### src/hw/zcl_pkg.sv
// Package with register map, field positions and reset values of the zero-cross logic block.
package zcl_pkg;

	localparam logic [11:0] ADDR_CONTROL  = 12'h000;
	localparam logic [11:0] ADDR_STATUS   = 12'h004;
	localparam logic [11:0] ADDR_IRQ_EN   = 12'h008;
	localparam logic [11:0] ADDR_IRQ_CLR  = 12'h00C;
	localparam logic [11:0] ADDR_SYSTEM   = 12'h010;

	localparam int CTRL_POL_BIT      = 0;
	localparam int CTRL_RISE_EN_BIT  = 1;
	localparam int CTRL_FALL_EN_BIT  = 2;
	localparam int CTRL_SENSOR_BIT   = 3;

	localparam int STAT_FLAG_BIT     = 0;
	localparam int STAT_OUT_BIT      = 1;

	localparam int SYS_IE_BIT        = 0;
	localparam int SYS_GROUP_BIT     = 1;
	localparam int SYS_GLOBAL_BIT    = 2;
	localparam int SYS_LEVELS_BIT    = 3;
	localparam int SYS_PRIO_BIT      = 4;

	localparam logic [3:0] CTRL_RESET = 4'h0;
	localparam logic [0:0] IRQ_EN_RESET = 1'h0;
	localparam logic [4:0] SYS_RESET  = 5'h00;

	typedef enum logic [1:0]
	{
		ZCL_SETUP  = 2'h1,
		ZCL_ACCESS = 2'h2
	} zcl_apb_t;

	typedef struct packed
	{
		logic [1:0]  sync;
		logic        prev_out;
		logic        out_valid;
		logic        cross_logic_out;
		logic [3:0]  cross_control_reg;
		logic        cross_irq_flag;
		logic        irq_line_enable;
		logic [4:0]  system_bits;
		logic        irq_out;
		logic        irq_high;
		logic        irq_low;
		logic        pready;
		logic        pslverr;
		logic [31:0] prdata;
	} zcl_state_t;

endpackage

### src/hw/zcl_top.sv
// Zero-cross detector digital back end: polarity, edge detect, interrupt flag and APB registers.
//
// How it works
// - With inversion off the logic output is high while the sink is active, low while the source is, and is readable.
// - Setting the polarity bit inverts the logic output.
// - The polarity-adjusted output is driven out for use as timer gate, clock and reset source.
// - Separate rising and falling edge detectors watch the logic output.
// - The flag is set when a detector fires and its own enable bit is set.
// - Edges are taken after polarity inversion.
// - With priority levels on, the interrupt goes out high or low priority per its priority bit.
// - A processor interrupt needs line enable, group enable, global enable and an edge enable all set.
// - Any write that changes the polarity bit sets the flag, whatever the sensor enable.
// - A qualifying edge in the clearing cycle wins, leaving the flag set.
//
// The register offsets and the APB interface to the registers were chosen for this implementation.
`timescale 1ns/1ps

module zcl_top
(
	input  wire logic        clock,
	input  wire logic        reset_n,
	input  wire logic        sink_active,
	input  wire logic        psel,
	input  wire logic        penable,
	input  wire logic        pwrite,
	input  wire logic [11:0] paddr,
	input  wire logic [31:0] pwdata,
	output logic             pready,
	output logic             pslverr,
	output logic [31:0]      prdata,
	output logic             cross_logic_out,
	output logic             irq,
	output logic             irq_high,
	output logic             irq_low
);

	zcl_pkg::zcl_state_t state;
	zcl_pkg::zcl_state_t next_state;

	logic setup_cycle;
	logic access_done;
	logic wr_strobe;
	logic rd_strobe;
	logic wr_control;
	logic wr_clear;
	logic mapped;
	logic pol_bit;
	logic rise_en;
	logic fall_en;
	logic any_edge_en;
	logic line_en;
	logic group_en;
	logic global_en;
	logic levels_en;
	logic prio_bit;
	logic next_out;
	logic rise_hit;
	logic fall_hit;
	logic pol_change;
	logic set_flag;
	logic clr_flag;
	logic request;
	logic route_high;
	logic route_low;

	// A write lands only at the edge where the access phase sees pready, never at setup.
	always_comb
	begin
		setup_cycle = psel && !penable;
		access_done = psel && penable && state.pready;
		wr_strobe = access_done && pwrite;
		rd_strobe = setup_cycle && !pwrite;
		wr_control = wr_strobe && (paddr == zcl_pkg::ADDR_CONTROL);
		wr_clear = wr_strobe && (paddr == zcl_pkg::ADDR_IRQ_CLR);
	end

	// Only the five word addresses answer without an error.
	always_comb
	begin
		case (paddr)
			zcl_pkg::ADDR_CONTROL:
			begin
				mapped = 1'b1;
			end
			zcl_pkg::ADDR_STATUS:
			begin
				mapped = 1'b1;
			end
			zcl_pkg::ADDR_IRQ_EN:
			begin
				mapped = 1'b1;
			end
			zcl_pkg::ADDR_IRQ_CLR:
			begin
				mapped = 1'b1;
			end
			zcl_pkg::ADDR_SYSTEM:
			begin
				mapped = 1'b1;
			end
			default:
			begin
				mapped = 1'b0;
			end
		endcase
	end

	// Named views of the stored control and system bits.
	always_comb
	begin
		pol_bit = state.cross_control_reg[zcl_pkg::CTRL_POL_BIT];
		rise_en = state.cross_control_reg[zcl_pkg::CTRL_RISE_EN_BIT];
		fall_en = state.cross_control_reg[zcl_pkg::CTRL_FALL_EN_BIT];
		any_edge_en = rise_en || fall_en;
		line_en = state.irq_line_enable;
		group_en = state.system_bits[zcl_pkg::SYS_GROUP_BIT];
		global_en = state.system_bits[zcl_pkg::SYS_GLOBAL_BIT];
		levels_en = state.system_bits[zcl_pkg::SYS_LEVELS_BIT];
		prio_bit = state.system_bits[zcl_pkg::SYS_PRIO_BIT];
	end

	// The output path reads only the second sync flop, so a metastable first stage never reaches it.
	always_comb
	begin
		next_out = state.sync[1] ^ pol_bit;
	end

	// Both detectors compare the polarity-adjusted output with its value one cycle earlier.
	zcl_edge_detect
	#(
		.RISING (1'b1)
	)
	i_rise
	(
		.valid      (state.out_valid),
		.now_level  (next_out),
		.last_level (state.prev_out),
		.enable     (rise_en),
		.hit        (rise_hit)
	);

	zcl_edge_detect
	#(
		.RISING (1'b0)
	)
	i_fall
	(
		.valid      (state.out_valid),
		.now_level  (next_out),
		.last_level (state.prev_out),
		.enable     (fall_en),
		.hit        (fall_hit)
	);

	always_comb
	begin
		pol_change = wr_control &&
			(pwdata[zcl_pkg::CTRL_POL_BIT] != pol_bit);
		clr_flag = wr_clear && pwdata[zcl_pkg::STAT_FLAG_BIT];
		set_flag = rise_hit || fall_hit || pol_change;
		request = state.cross_irq_flag && line_en && group_en && global_en && any_edge_en;
		route_high = request && (!levels_en || prio_bit);
		route_low = request && levels_en && !prio_bit;
	end

	// All state moves through this one copy.
	always_comb
	begin
		next_state = state;

		next_state.sync = {state.sync[0], sink_active};
		next_state.cross_logic_out = next_out;
		next_state.prev_out = next_out;
		next_state.out_valid = 1'b1;

		// An edge or polarity change in the clearing cycle wins, so no event is lost.
		if (set_flag)
		begin
			next_state.cross_irq_flag = 1'b1;
		end
		else if (clr_flag)
		begin
			next_state.cross_irq_flag = 1'b0;
		end

		if (wr_strobe)
		begin
			case (paddr)
				zcl_pkg::ADDR_CONTROL:
				begin
					next_state.cross_control_reg = pwdata[3:0];
				end
				zcl_pkg::ADDR_IRQ_EN:
				begin
					next_state.irq_line_enable = pwdata[0];
				end
				zcl_pkg::ADDR_SYSTEM:
				begin
					next_state.system_bits = pwdata[4:0];
				end
				default:
				begin
					next_state.irq_line_enable = state.irq_line_enable;
				end
			endcase
		end

		next_state.irq_out = request;
		next_state.irq_high = route_high;
		next_state.irq_low = route_low;

		// The answer comes one cycle after setup, so every access phase lasts one cycle.
		next_state.pready = setup_cycle;
		next_state.pslverr = setup_cycle && !mapped;
		if (rd_strobe)
		begin
			case (paddr)
				zcl_pkg::ADDR_CONTROL:
				begin
					next_state.prdata = {28'h0000000, state.cross_control_reg};
				end
				zcl_pkg::ADDR_STATUS:
				begin
					next_state.prdata = {30'h00000000, state.cross_logic_out, state.cross_irq_flag};
				end
				zcl_pkg::ADDR_IRQ_EN:
				begin
					next_state.prdata = {31'h00000000, state.irq_line_enable};
				end
				zcl_pkg::ADDR_SYSTEM:
				begin
					next_state.prdata = {27'h0000000, state.system_bits};
				end
				default:
				begin
					next_state.prdata = 32'h00000000;
				end
			endcase
		end
		else if (setup_cycle)
		begin
			next_state.prdata = 32'h00000000;
		end
	end

	always_ff @(posedge clock)
	begin
		if (!reset_n)
		begin
			state <= '0;
		end
		else
		begin
			state <= next_state;
		end
	end

	// Every output is a bare flop of the state record.
	always_comb
	begin
		pready = state.pready;
		pslverr = state.pslverr;
		prdata = state.prdata;
		cross_logic_out = state.cross_logic_out;
		irq = state.irq_out;
		irq_high = state.irq_high;
		irq_low = state.irq_low;
	end

endmodule

// One edge detector; RISING picks the direction that it watches.
module zcl_edge_detect
#(
	parameter bit RISING = 1'b1
)
(
	input  wire logic valid,
	input  wire logic now_level,
	input  wire logic last_level,
	input  wire logic enable,
	output logic      hit
);

	logic moved_up;
	logic moved_down;

	always_comb
	begin
		moved_up = valid && now_level && !last_level;
		moved_down = valid && !now_level && last_level;
		if (RISING)
		begin
			hit = moved_up && enable;
		end
		else
		begin
			hit = moved_down && enable;
		end
	end

endmodule
### config.mk
export PLATFORM = sky130hd
export DESIGN_NAME = zcl_top
export DESIGN_NICKNAME = d
export VERILOG_FILES = /design/src/hw/zcl_pkg.sv /design/src/hw/zcl_top.sv
export SDC_FILE = /design/constraint.sdc
export NUM_CORES = 1
export LEC_CHECK = 0
export ABC_CLOCK_PERIOD_IN_PS = 2700
export BUFFER_PORTS_ARGS = -buffer_cell sky130_fd_sc_hd__buf_2
export CAP_MARGIN = 20
export CORE_ASPECT_RATIO = 0.75
export CORE_MARGIN = 4
export CORE_UTILIZATION = 45
export DETAILED_ROUTE_END_ITERATION = 10
export PLACE_DENSITY = 0.84
export SYNTH_ARGS = -nofsm -noshare
export SYNTH_HDL_FRONTEND = slang
export SYNTH_HIERARCHICAL = 1
export SYNTH_SLANG_ARGS = --single-unit
### constraint.sdc
create_clock -name clock -period 2.7 [get_ports clock]
set_input_delay 0.135 -clock clock [delete_from_list [all_inputs] [get_ports clock]]
set_output_delay 0.135 -clock clock [all_outputs]
set_load 0.05 [all_outputs]
==> impl_metrics.ini <==
[clocking]
ctsResizeCount = 0
post-cts-setup-buffer-count = 0
htree_num_levels = 1
clk_path_buf_depth = 2
numCtsBuffers = 3
clock-sinks = 25
clockRootBuffer = clkbuf_8
cts_hold_buf = 0
clk_pin_slew_ps = 80
clock_latency_ps = 270
cts_tree = yes

[sta]
hold_viol = 0
setup_tns_ps = 0
fin_crit_ps = 1590
setup_viol = 0
max_freq_mhz = 627
max_slew_margin = 0.642
period_share = 0.590
rsz0062_at_grt = no
slew_viol_final = 0
worstMarginPinSlew_ps = 533
skew_ps = 2.02
layout_setup_ws_ps = 1110

[setup_path]
critPathKind = flop to flop
worstPathArrival_ps = 1740
crit_family = simple AND/OR/NAND/NOR gates
reg2reg_setup_slack_ps = 1110
worstPathMaxFanout = 7
cp_slowest_stage_delay_ps = 380
critical_path.cell_chain = and4_1, nand4_1, o41ai_1, a21oi_1
cp-end-kind = flop
cp.buffers_inverters = 0
cp-start-kind = flop
worstPathRequired_ps = 2840
cp_slowest_cell = o41ai_1

[floorplanning]
die_h_um = 55.7
initial_core_util = 0.466
io-pin-count = 88
die_w_um = 71.7
rows = 17
dieArea_mm2 = 0.00399
core_mm2 = 0.00294

[global_route]
antenna_found_initial = 0
grt_max_degree = 15
grt_pass1_vias = 1029
grt_pass1_wl_um = 4460
gr-total-overflow = 0
grt_usage = 0.140

[yosys]
synthTopCellsByArea = dfxtp_1 37%, buf_4 18%, o21ai_0 6.6%
yosysTopAreaCellShare = 0.366
async_reset_ff_frac = 0
yosysTopAreaCell = dfxtp_1
synth_edf_count = 0
synth-seq-cells = 25
avgSynthCellArea_um2 = 8.55
netlist_area_mm2 = 0.00137
seq_area_frac_synth = 0.366
yosysWarnings = 6
synthDistinctLibCells = 35
postSynthCellCount = 160
ys.flop_type = dfxtp_1

[placed_design]
io_buffers = 33
gp_congestion = 0.845
dp_hpwl_um = 2270
pre_cts_slack_ps = 1130

[layout]
fin_nets = 237
mostFrequentLayoutCells = 33 x buf_2, 27 x conb_1, 25 x dfxtp_1
antennaDiodeCount = 0
syn_to_final_growth_pct = 6.86
multi_input_area_um2 = 681
register_area_um2 = 500
fillCellCount = 301
drive_gt1_frac = 0.231
layout_commonest_cell = buf_2

[detailed_routing]
drc = 0
dr.pass1.iters = 4
viasPerCell = 4.96
drtIter0Drc = 24
num_vias = 1110
finalWirelength_um = 2830
wl_per_cell_um = 12.6
ant_nets = 0

[pwr]
pwr-share-comb = 0.194
p_clk_frac = 0.295
sw_frac_of_total = 0.318
power_density_mw_per_mm2 = 501
power_frac_seq = 0.510
p_leak_nw = 0.658
ir_drop_mv = 0.292
p_switching_mw = 0.233
internal-power_mw = 0.499

[outcome]
outcome = complete, no violations

[flow_run]
maxCapViolCount = 0

[worst_hold_path]
worstHoldPathType = primary input to flop
==> routing by layer <==
| layer | global-route usage | wire, µm | vias up |
|---|---|---|---|
| met5 | 0 | 0 | - |
| met4 | 0.0429 | 23 | 0 |
| met3 | 0.0451 | 211 | 5 |
| met2 | 0.219 | 1300 | 38 |
| met1 | 0.182 | 1300 | 508 |
| li1 | - | - | 559 |
==> power groups by stage <==
| stage | Clock (mW) | Combinational, mW | Sequential [mW] |
|---|---|---|---|
| after floorplan | 0 | 0.135 | 0.388 |
| after global placement | 0 | 0.140 | 0.382 |
| after detailed placement | 0 | 0.141 | 0.383 |
| after CTS | 0.224 | 0.141 | 0.374 |
| after global routing | 0.238 | 0.150 | 0.374 |
| final | 0.216 | 0.142 | 0.374 |
==> area by class of cell <==
| type | count | area share |
|---|---|---|
| Timing Repair Buffer | 33 | 0.113 |
| Inverter | 6 | 0.0154 |
| Tap cell | 38 | 0.0325 |
| Clock buffer | 4 | 0.0308 |
| Multi-Input combinational cell | 118 | 0.466 |
| Sequential cell | 25 | 0.342 |
==> path summary, 6_finish.rpt <==
kind / from / endpoint / cells past startpoint
max: pready$_SDFF_PN0_ / state[43]$_SDFFE_PN0P_ / 4
min: sink_active / next_state[52]$_SDFF_PN0_ / 2
max reg2reg: pready$_SDFF_PN0_ / state[43]$_SDFFE_PN0P_ / 4
min reg2reg: next_state[52]$_SDFF_PN0_ / state[52]$_SDFF_PN0_ / 1
==> cells in the mapped netlist (all sizes together), types with 4 or more instances <==
library cell  count
and2              4
buf              33
mux2i             4
clkbuf            4
a21oi            14
dfxtp            25
o21ai            18
inv               6
nand2             7
nand3            12
nand4             4
==> kinds of logic (layout without fill, tap and decap cells) <==
kind of cell,count (synthesis),in the layout,synth area share
DFF,25,25,0.366
xor gates and xnor gates,2,2,0.0128
buffers and inverters,43,43,0.208
AOI/OAI and AO/OA,36,36,0.142
muxes,4,4,0.0293
and+or+nand+nor,49,49,0.240
other,1,27,0.00274
==> flip-flops by register name, summed over array words and instances (netlist names) <==
signal	cells
prdata	5
state	5
cross_logic_out	1
fall_en	1
global_en	1
group_en	1
irq	1
irq_high	1
irq_low	1
levels_en	1
line_en	1
next_state	1
pol_bit	1
pready	1
prio_bit	1
pslverr	1
rise_en	1
==> metrics by stage <==
| stage | instances | power, mW | hold WS, ps | area [µm²] | util |
|---|---|---|---|---|---|
| after floorplan | 186 | 0.522 | 163 | 1470 | - |
| after global placement | 220 | 0.522 | 340 | 1420 | 0.483 |
| after detailed placement | 220 | 0.523 | 347 | 1420 | 0.483 |
| after CTS | 224 | 0.739 | 63.1 | 1460 | 0.498 |
| after global routing | 224 | 0.762 | 71.8 | 1460 | 0.498 |
| final | 224 | 0.732 | 67.8 | 1460 | 0.498 |
Note: power is estimated with default switching activity, not from simulation.
